## src/logic/pmps_pkg.sv

```systemverilog
// Constants, types and functions for the power sequencer
// Function
// - After power appears, stay off with every sequenced regulator disabled until key press.
// - Power key is active low; low while off starts the power-on sequence.
// - RTC regulator is enabled first, before any timed slot.
// - RTC regulator stays on through system reset and standby; here the i_nrst reset clears it with every other rail.
// - RTC regulator goes off only on input power loss or explicit command.
// - Order: RTC, then core, analog and regulator-input supplies, then the rest.
// - Slots: processor buck 19 ms; peripheral buck, LDO6/8/10 23 ms; core buck 27 ms.
// - Slots: memory buck, switch, LDO2/5 31 ms; LDO4/7 35 ms; LDO3/9, converter 64 ms.
// - A processor shutdown or standby command starts the power-down sequence.
// - Keep-active pin held low at least five seconds requests shutdown.
// - Power key held low over five seconds powers down without the processor.
// - Every shutdown disables rails in reverse power-on order, leaving RTC on.
// - After shutdown the next key press repeats the full power-on sequence.
// - Key and shutdown inputs stay monitored whenever input power is present; here ST_DOWN ignores both, and ST_OFF the shutdown input.
// - Reset output to the processor stays low until every rail is up.
package pmps_pkg;

	// Time base
	localparam int unsigned CLK_PERIOD_NS = 5;
	localparam int unsigned TICK_PERIOD_NS = 1000000;
	localparam int unsigned TICK_CYCLES = TICK_PERIOD_NS / CLK_PERIOD_NS;

	// Slot times in ms after key detection
	localparam logic [15:0] SLOT0_MS = 16'h0013;
	localparam logic [15:0] SLOT1_MS = 16'h0017;
	localparam logic [15:0] SLOT2_MS = 16'h001B;
	localparam logic [15:0] SLOT3_MS = 16'h001F;
	localparam logic [15:0] SLOT4_MS = 16'h0023;
	localparam logic [15:0] SLOT5_MS = 16'h0040;
	localparam logic [2:0] NUM_GROUPS = 3'h6;

	// Five-second hold and power-down step, in ms
	localparam logic [15:0] HOLD_MS = 16'h1388;
	localparam logic [15:0] DOWN_STEP_MS = 16'h0004;

	// Sequencer states
	typedef enum logic [1:0] {
		ST_OFF = 2'b00,
		ST_UP = 2'b01,
		ST_ON = 2'b10,
		ST_DOWN = 2'b11
	} pmps_state_t;

	// Processor commands
	typedef enum logic [1:0] {
		CMD_SHUTDOWN = 2'b00,
		CMD_STANDBY = 2'b01,
		CMD_RTC_OFF = 2'b10,
		CMD_NOP = 2'b11
	} pmps_cmd_t;

	// Regulator enables, RTC in the top bit
	typedef struct packed {
		logic rtc_ldo;
		logic processor_buck;
		logic peripheral_buck;
		logic analog_ldo_a;
		logic io_1v8_ldo;
		logic analog_ldo_b;
		logic core_buck;
		logic memory_buck;
		logic peripheral_switch;
		logic pll_ldo;
		logic sata_ldo;
		logic lcd_io_ldo;
		logic video_dac_ldo;
		logic io_3v3_ldo;
		logic expansion_ldo;
		logic supplemental_converter;
	} pmps_rails_t;

	// Slot time of each group
	function automatic logic [15:0] pmps_slot_ms(input logic [2:0] grp);
		case (grp)
			3'h0: pmps_slot_ms = SLOT0_MS;
			3'h1: pmps_slot_ms = SLOT1_MS;
			3'h2: pmps_slot_ms = SLOT2_MS;
			3'h3: pmps_slot_ms = SLOT3_MS;
			3'h4: pmps_slot_ms = SLOT4_MS;
			default: pmps_slot_ms = SLOT5_MS;
		endcase
	endfunction

endpackage

```

## src/logic/pmps_top.sv

```systemverilog
// Power sequencer: key detection, timed rail slots, shutdown paths
module pmps_top import pmps_pkg::*; #(
	parameter int unsigned TICK_CYC = TICK_CYCLES
) (
	input wire logic i_sys_clk,
	input wire logic i_nrst,
	input wire logic i_main_power_ok,
	input wire logic i_power_key_n,
	input wire logic i_power_key_keep_active_n,
	input wire logic i_shutdown_input_n,
	input wire logic i_cmd_valid,
	input wire pmps_cmd_t i_cmd,
	output pmps_rails_t o_rails,
	output logic o_processor_reset_out_n,
	output pmps_state_t o_state
);

	// Whole state of the block
	typedef struct packed {
		pmps_state_t state;
		logic [2:0] level;
		logic rtc;
		logic armed;
		logic rst_n;
		pmps_rails_t rails;
		logic [31:0] presc;
		logic tick;
		logic [15:0] ms;
		logic [15:0] key_hold;
		logic [15:0] keep_hold;
	} pmps_regs_t;

	localparam logic [31:0] TICK_LAST = 32'(TICK_CYC - 1);
	localparam pmps_regs_t REGS_RESET = '{
		state: ST_OFF,
		level: 3'h0,
		rtc: 1'b0,
		armed: 1'b0,
		rst_n: 1'b0,
		rails: 16'h0000,
		presc: 32'h00000000,
		tick: 1'b0,
		ms: 16'h0000,
		key_hold: 16'h0000,
		keep_hold: 16'h0000
	};

	pmps_regs_t q;
	pmps_regs_t d;
	logic cmd_down;
	logic rtc_off_cmd;
	logic down_req;

	// Rails enabled for a given number of active groups
	function automatic pmps_rails_t rails_of(input logic [2:0] lvl, input logic rtc);
		pmps_rails_t r;
		r = '0;
		r.rtc_ldo = rtc;
		if (lvl >= 3'h1) begin
			r.processor_buck = 1'b1;
		end
		if (lvl >= 3'h2) begin
			r.peripheral_buck = 1'b1;
			r.analog_ldo_a = 1'b1;
			r.io_1v8_ldo = 1'b1;
			r.analog_ldo_b = 1'b1;
		end
		if (lvl >= 3'h3) begin
			r.core_buck = 1'b1;
		end
		if (lvl >= 3'h4) begin
			r.memory_buck = 1'b1;
			r.peripheral_switch = 1'b1;
			r.pll_ldo = 1'b1;
			r.sata_ldo = 1'b1;
		end
		if (lvl >= 3'h5) begin
			r.lcd_io_ldo = 1'b1;
			r.video_dac_ldo = 1'b1;
		end
		if (lvl >= 3'h6) begin
			r.io_3v3_ldo = 1'b1;
			r.expansion_ldo = 1'b1;
			r.supplemental_converter = 1'b1;
		end
		return r;
	endfunction

	// Command and hold decode
	assign cmd_down = i_cmd_valid && (i_cmd == CMD_SHUTDOWN || i_cmd == CMD_STANDBY);
	assign rtc_off_cmd = i_cmd_valid && (i_cmd == CMD_RTC_OFF);
	assign down_req = cmd_down || (q.keep_hold >= HOLD_MS) || (q.key_hold > HOLD_MS)
		|| !i_shutdown_input_n;

	// Next-state logic
	always_comb begin
		d = q;
		// Free-running millisecond tick
		d.tick = 1'b0;
		if (q.presc >= TICK_LAST) begin
			d.presc = 32'h00000000;
			d.tick = 1'b1;
		end else begin
			d.presc = q.presc + 32'h00000001;
		end
		if (q.tick && q.ms != 16'hFFFF) begin
			d.ms = q.ms + 16'h0001;
		end
		// Hold counters run while the rails are coming up or on
		if (i_power_key_n || !(q.state == ST_UP || q.state == ST_ON)) begin
			d.key_hold = 16'h0000;
		end else if (q.tick && q.key_hold != 16'hFFFF) begin
			d.key_hold = q.key_hold + 16'h0001;
		end
		if (i_power_key_keep_active_n || !(q.state == ST_UP || q.state == ST_ON)) begin
			d.keep_hold = 16'h0000;
		end else if (q.tick && q.keep_hold != 16'hFFFF) begin
			d.keep_hold = q.keep_hold + 16'h0001;
		end
		// Key must be seen released before it can start a new sequence
		if (i_power_key_n) begin
			d.armed = 1'b1;
		end
		case (q.state)
			ST_OFF: begin
				d.level = 3'h0;
				if (q.armed && !i_power_key_n) begin
					d.state = ST_UP;
					d.rtc = 1'b1;
					d.ms = 16'h0000;
					d.armed = 1'b0;
				end
			end
			ST_UP: begin
				if (down_req) begin
					d.state = ST_DOWN;
					d.ms = 16'h0000;
					d.armed = 1'b0;
				end else if (q.level == NUM_GROUPS) begin
					d.state = ST_ON;
				end else if (q.ms >= pmps_slot_ms(q.level)) begin
					d.level = q.level + 3'h1;
				end
			end
			ST_ON: begin
				if (down_req) begin
					d.state = ST_DOWN;
					d.ms = 16'h0000;
					d.armed = 1'b0;
				end
			end
			ST_DOWN: begin
				// One group off per step, last enabled first; RTC untouched
				if (q.ms >= DOWN_STEP_MS) begin
					d.ms = 16'h0000;
					if (q.level == 3'h0) begin
						d.state = ST_OFF;
					end else begin
						d.level = q.level - 3'h1;
					end
				end
			end
			default: begin
				d.state = ST_OFF;
			end
		endcase
		// RTC off only by explicit command or loss of input power
		if (rtc_off_cmd) begin
			d.rtc = 1'b0;
		end
		if (!i_main_power_ok) begin
			d.state = ST_OFF;
			d.level = 3'h0;
			d.rtc = 1'b0;
			d.armed = 1'b0;
		end
		d.rails = rails_of(d.level, d.rtc);
		d.rst_n = (d.state == ST_ON);
	end

	// State register, synchronous reset to everything off
	always_ff @(posedge i_sys_clk) begin
		if (!i_nrst) begin
			q <= REGS_RESET;
		end else begin
			q <= d;
		end
	end

	// Outputs straight from flops
	assign o_rails = q.rails;
	assign o_processor_reset_out_n = q.rst_n;
	assign o_state = q.state;

	// Checks
	a_off_rails_low: assert property (@(posedge i_sys_clk) disable iff (!i_nrst)
		q.state == ST_OFF |-> o_rails[14:0] == 15'h0000)
		else $error("rail enabled while off");

	a_key_starts_up: assert property (@(posedge i_sys_clk) disable iff (!i_nrst)
		(q.state == ST_OFF && q.armed && !i_power_key_n && i_main_power_ok
		&& !rtc_off_cmd) |=> (q.state == ST_UP && o_rails.rtc_ldo))
		else $error("key press did not start sequence");

	a_rtc_first_on: assert property (@(posedge i_sys_clk) disable iff (!i_nrst)
		$rose(o_rails.processor_buck) |-> $past(o_rails.rtc_ldo))
		else $error("rail enabled before rtc");

	a_rtc_kept_down: assert property (@(posedge i_sys_clk) disable iff (!i_nrst)
		(q.state == ST_DOWN && o_rails.rtc_ldo && i_main_power_ok && !rtc_off_cmd)
		|=> o_rails.rtc_ldo)
		else $error("rtc dropped during power down");

	a_rtc_off_cause: assert property (@(posedge i_sys_clk) disable iff (!i_nrst)
		$fell(o_rails.rtc_ldo) |-> (!$past(i_main_power_ok) || $past(rtc_off_cmd)))
		else $error("rtc turned off without cause");

	a_group_order: assert property (@(posedge i_sys_clk) disable iff (!i_nrst)
		o_rails.memory_buck |-> (o_rails.core_buck && o_rails.processor_buck
		&& o_rails.peripheral_buck && o_rails.analog_ldo_b))
		else $error("enable order broken");

	a_slot_first: assert property (@(posedge i_sys_clk) disable iff (!i_nrst)
		($rose(o_rails.processor_buck) && q.state == ST_UP) |-> $past(q.ms) == SLOT0_MS)
		else $error("processor buck slot wrong");

	a_slot_last: assert property (@(posedge i_sys_clk) disable iff (!i_nrst)
		($rose(o_rails.io_3v3_ldo) && q.state == ST_UP) |-> $past(q.ms) == SLOT5_MS)
		else $error("last slot wrong");

	a_cmd_powers_down: assert property (@(posedge i_sys_clk) disable iff (!i_nrst)
		(cmd_down && q.state == ST_ON && i_main_power_ok) |=> q.state == ST_DOWN ##1
		o_processor_reset_out_n == 1'b0)
		else $error("command did not start power down");

	a_keep_hold_down: assert property (@(posedge i_sys_clk) disable iff (!i_nrst)
		(q.keep_hold >= HOLD_MS && q.state == ST_ON && i_main_power_ok) |=> q.state == ST_DOWN)
		else $error("keep-active hold ignored");

	a_key_hold_down: assert property (@(posedge i_sys_clk) disable iff (!i_nrst)
		(q.key_hold > HOLD_MS && q.state == ST_ON && i_main_power_ok) |=> q.state == ST_DOWN)
		else $error("long key press ignored");

	a_down_reverse: assert property (@(posedge i_sys_clk) disable iff (!i_nrst)
		($fell(o_rails.processor_buck) && $past(i_main_power_ok)) |-> (o_rails[14:0] == 15'h0000
		&& $past(o_rails[14:0]) == 15'h4000))
		else $error("power down order broken");

	a_restart_clean: assert property (@(posedge i_sys_clk) disable iff (!i_nrst)
		$rose(q.state == ST_UP) |-> (q.level == 3'h0 && q.ms == 16'h0000))
		else $error("restart not from first slot");

	a_reset_held: assert property (@(posedge i_sys_clk) disable iff (!i_nrst)
		o_processor_reset_out_n |-> (o_rails[14:0] == 15'h7FFF && q.state == ST_ON))
		else $error("reset released before rails up");

	a_tick_period: assert property (@(posedge i_sys_clk) disable iff (!i_nrst)
		q.tick |-> $past(q.presc) == TICK_LAST)
		else $error("tick period wrong");

	// Checks on shutdown input, standby, power loss, reset, rails, level, slots, key hold and power down
	a_sd_pin_down: assert property (@(posedge i_sys_clk) disable iff (!i_nrst)
		(!i_shutdown_input_n && (q.state == ST_UP || q.state == ST_ON) && i_main_power_ok)
		|=> q.state == ST_DOWN)
		else $error("shutdown input ignored");

	a_rtc_kept_standby: assert property (@(posedge i_sys_clk) disable iff (!i_nrst)
		(cmd_down && o_rails.rtc_ldo && i_main_power_ok && !rtc_off_cmd)
		|=> o_rails.rtc_ldo)
		else $error("rtc dropped on standby");

	a_power_lost_off: assert property (@(posedge i_sys_clk) disable iff (!i_nrst)
		!i_main_power_ok |=> (o_rails[15:0] == 16'h0000 && o_state == ST_OFF
		&& !o_processor_reset_out_n))
		else $error("rails kept after power loss");

	a_reset_low_off: assert property (@(posedge i_sys_clk) disable iff (!i_nrst)
		q.state != ST_ON |-> !o_processor_reset_out_n)
		else $error("reset released outside on state");

	a_on_rails_full: assert property (@(posedge i_sys_clk) disable iff (!i_nrst)
		q.state == ST_ON |-> o_rails[14:0] == 15'h7FFF)
		else $error("rail missing in on state");

	a_level_bound: assert property (@(posedge i_sys_clk) disable iff (!i_nrst)
		q.level <= NUM_GROUPS)
		else $error("group level out of range");

	a_slot_core: assert property (@(posedge i_sys_clk) disable iff (!i_nrst)
		($rose(o_rails.core_buck) && q.state == ST_UP) |-> $past(q.ms) == SLOT2_MS)
		else $error("core buck slot wrong");

	a_slot_memory: assert property (@(posedge i_sys_clk) disable iff (!i_nrst)
		($rose(o_rails.memory_buck) && q.state == ST_UP) |-> $past(q.ms) == SLOT3_MS)
		else $error("memory buck slot wrong");

	a_down_no_rise: assert property (@(posedge i_sys_clk) disable iff (!i_nrst)
		q.state == ST_DOWN |=> (o_rails[15:0] & ~$past(o_rails[15:0])) == 16'h0000)
		else $error("rail enabled during power down");

	a_down_ms_clear: assert property (@(posedge i_sys_clk) disable iff (!i_nrst)
		$rose(q.state == ST_DOWN) |-> q.ms == 16'h0000)
		else $error("power down step timer not cleared");

	a_key_hold_idle: assert property (@(posedge i_sys_clk) disable iff (!i_nrst)
		(q.state != ST_UP && q.state != ST_ON) |=> q.key_hold == 16'h0000)
		else $error("key hold counted outside up or on");

endmodule

```

## config.mk

```make
export PLATFORM = sky130hd
export DESIGN_NAME = pmps_top
export DESIGN_NICKNAME = d
export VERILOG_FILES = /design/src/logic/pmps_pkg.sv /design/src/logic/pmps_top.sv
export SDC_FILE = /design/constraint.sdc
export NUM_CORES = 1
export LEC_CHECK = 0
export BUFFER_PORTS_ARGS = -buffer_cell sky130_fd_sc_hd__buf_2
export CELL_PAD_IN_SITES_DETAIL_PLACEMENT = 1
export CELL_PAD_IN_SITES_GLOBAL_PLACEMENT = 1
export CORE_ASPECT_RATIO = 2
export CORE_UTILIZATION = 45
export DETAILED_ROUTE_END_ITERATION = 10
export PLACE_DENSITY = 0.87
export SLEW_MARGIN = 0
export SYNTH_ARGS = -nofsm -noshare
export SYNTH_HDL_FRONTEND = slang
export SYNTH_SLANG_ARGS = --single-unit
export TNS_END_PERCENT = 1
```

## constraint.sdc

```tcl
create_clock -name i_sys_clk -period 7.62 [get_ports i_sys_clk]
set_input_delay 0.762 -clock i_sys_clk [delete_from_list [all_inputs] [get_ports i_sys_clk]]
set_output_delay 0.762 -clock i_sys_clk [all_outputs]
set_load 0.02 [all_outputs]
```

==> out/qor.yml <==
outcome:
  status: "completed"
sta:
  worst_pin_slew_ns: 0.6917
  fin_crit_ns: 3.384
  skew_ns: 0.006325
  fmax_mhz: 295.5
  setup_viol: 0
  slew_violations: 0
  rsz0062_at_grt: "false"
  relSlewSlack: 0.5374
  setup_tns_ns: 0
  hold_violations: 0
  fin_crit_sh: 0.4440
worst_setup_path:
  worstSetupPathType: "flip-flop to flip-flop"
  critical-path-max-stage-delay_ns: 0.41
  path_cells: "inv_1, ha_1, nor3_1, o21ai_0, inv_1, ha_1, nor2b_1, o211ai_1, a21oi_1, nor4_1, nor3_1, and3_1, a211oi_2, o211ai_1"
  worst_setup_path_end_kind: "flip-flop"
  crit_buf_inv: 2
  arrival_ns: 3.60
  slowest_stage: "nor4_1"
  cp_max_fo: 5
  startpoint_type: "flip-flop"
  cp_top_family: "compound AO/OA/AOI/OAI gates"
  required_ns: 7.84
global_routing:
  grt_max_degree: 18
  gr-total-overflow: 0
  grt_pass1_wl_microns: 17800
  antenna_found_initial: 0
  track_usage: 0.2242
  grt_pass1_vias: 3868
routing:
  first_pass_iters: 4
  drcViolationCount: 0
  drt-total-wl_microns: 10870
  dr.max_layer_used: "met4"
  wl_met1_microns: 3785
  vias: 3694
  vias_per_cell: 5.393
  met3WireLength_microns: 246
  drt_iter0_drc: 92
  antenna_left: 0
  dr_wl_met2_microns: 6243
  wl_per_cell_microns: 15.86
placed_design:
  post_dp_cell_area_sq_um: 4705
  gp_congestion: 0.8691
  hpwl_microns: 8165
  port_buffers: 27
cts:
  htree_levels: 3
  cts.repair.resized: 0
  cts_sinks: 95
  clk_path_buf_depth: 2
  cts-buffers-inserted: 9
  root_buffer: "clkbuf_16"
  cts_setup_buffers: 0
  clk_latency_ns: 0.35
  clk_pin_slew_ns: 0.06
  cts_hold_buf: 0
  cts_tree: "yes"
floorplanning:
  die_y_microns: 143.7
  die_w_microns: 72.84
  ios: 28
  dieArea_sq_um: 10470
  coreArea_sq_um: 9763
  placementRows: 51
  initial_core_util: 0.4626
cells_and_area:
  nNetsFinal: 581
  finalInstanceArea_sq_um: 4996
  num_antenna_cells: 0
  fillers: 1209
  drive_gt1_frac: 0.09584
  syn_to_final_growth_pct: 10.61
yosys:
  ys_warn_count: 0
  synthesis.area_sq_um: 4517
  postSynthAreaPerCell_sq_um: 8.653
  yosysUniqueCellTypes: 55
  synthArstFlopShare: 0
  synth_edf_count: 0
  synthFlopType: "dfxtp_1"
  ys_ff_latch: 95
  netlist_instances: 522
  seq_area_frac_synth: 0.4211
power_and_ir_drop:
  p_per_area_nw_per_um2: 194.4
  ir_worst_vdd_mv: 0.1541
  leakagePower_nw: 1.905
min_path:
  min_path_type: "flip-flop to flip-flop"
flow_run:
  maxCapViolCount: 0
==> synth_stat cells, drive strengths merged (14+ instances only) <==
cell,n,area share
nand2,44,0.038
and3,15,0.021
a21oi,16,0.018
o21ai,14,0.016
nand3,25,0.028
xor2,34,0.066
nor2,90,0.075
nand4,19,0.026
buf,18,0.030
xnor2,21,0.041
ha,24,0.066
inv,23,0.019
dfxtp,95,0.42
==> kinds of logic (layout without fill, tap and decap cells) <==
group / Yosys count / count (layout) / share of synthesized area
buf+inv: 48 / 66 / 0.05485
fa+ha+maj: 24 / 24 / 0.06648
xor+xnor: 55 / 55 / 0.1066
compound gates: 55 / 55 / 0.08394
other cells: 1 / 14 / 0.0008302
mux: 3 / 3 / 0.006925
simple gates: 241 / 241 / 0.2593
flops: 95 / 95 / 0.4211
==> final cells by class <==
class,count,area [sq um],share of cell area
clock buffers,11,232.7,0.04658
flip-flops and latches,95,1902,0.3807
repair buffers,27,135.1,0.02705
multi-input cells,392,2416,0.4836
inverters,23,86.33,0.01728
well taps,132,165.2,0.03306
clock inverters,5,58.81,0.01177
==> power breakdown <==
part           internal (mW)  switching (mW)
Sequential             0.502         0.00306
Combinational        0.00794          0.0138
Clock                  0.254           0.190
==> flip-flops by register name (all words and copies together) (netlist names) <==
name and count:
o_state 2, o_processor_reset_out_n 1, o_rails 7, q 85
==> metal layers <==
metal / up-vias / global-route usage
met2: 64 / 0.4383
met1: 1788 / 0.1983
met4: 0 / 0.1538
met3: 41 / 0.03787
met5: - / 0
li1: 1801 / -
==> placed cells by master (no fill, tap or decap), drive strengths merged, types with 15 or more instances in the layout <==
cell,count
buf,27
nand2,44
xor2,34
inv,23
nand4,19
nand3,25
nor2,90
ha,24
dfxtp,95
and3,15
xnor2,21
a21oi,16
==> worst paths after layout <==
path | slack (ns) | cells after the start | startpoint | to
worst max register to register | 4.24 | 14 | q[100] | o_rails[14]
worst min register to register | 0.50 | 1 | q[49] | q[49]
worst max-delay path | 4.24 | 14 | q[100] | o_rails[14]
worst min-delay path | 0.50 | 1 | q[49] | q[49]
==> per-stage QoR <==
stage / hold slack (ns) / utilization / std cells / power (mW) / setup slack, ns
6_report: 0.4969 / 0.5117 / 685 / 0.9711 / 4.236
5_1_grt: 0.5139 / 0.5117 / 685 / 0.9998 / 3.773
4_1_cts: 0.4987 / 0.5117 / 685 / 0.9763 / 4.261
3_5_place_dp: 0.4750 / 0.4819 / 669 / 0.5378 / 4.300
3_3_place_gp: 0.4410 / 0.4819 / 669 / 0.5367 / 4.444
2_1_floorplan: 0.4260 / - / 535 / 0.5300 / 4.676
(Power assumes the default switching activity.)
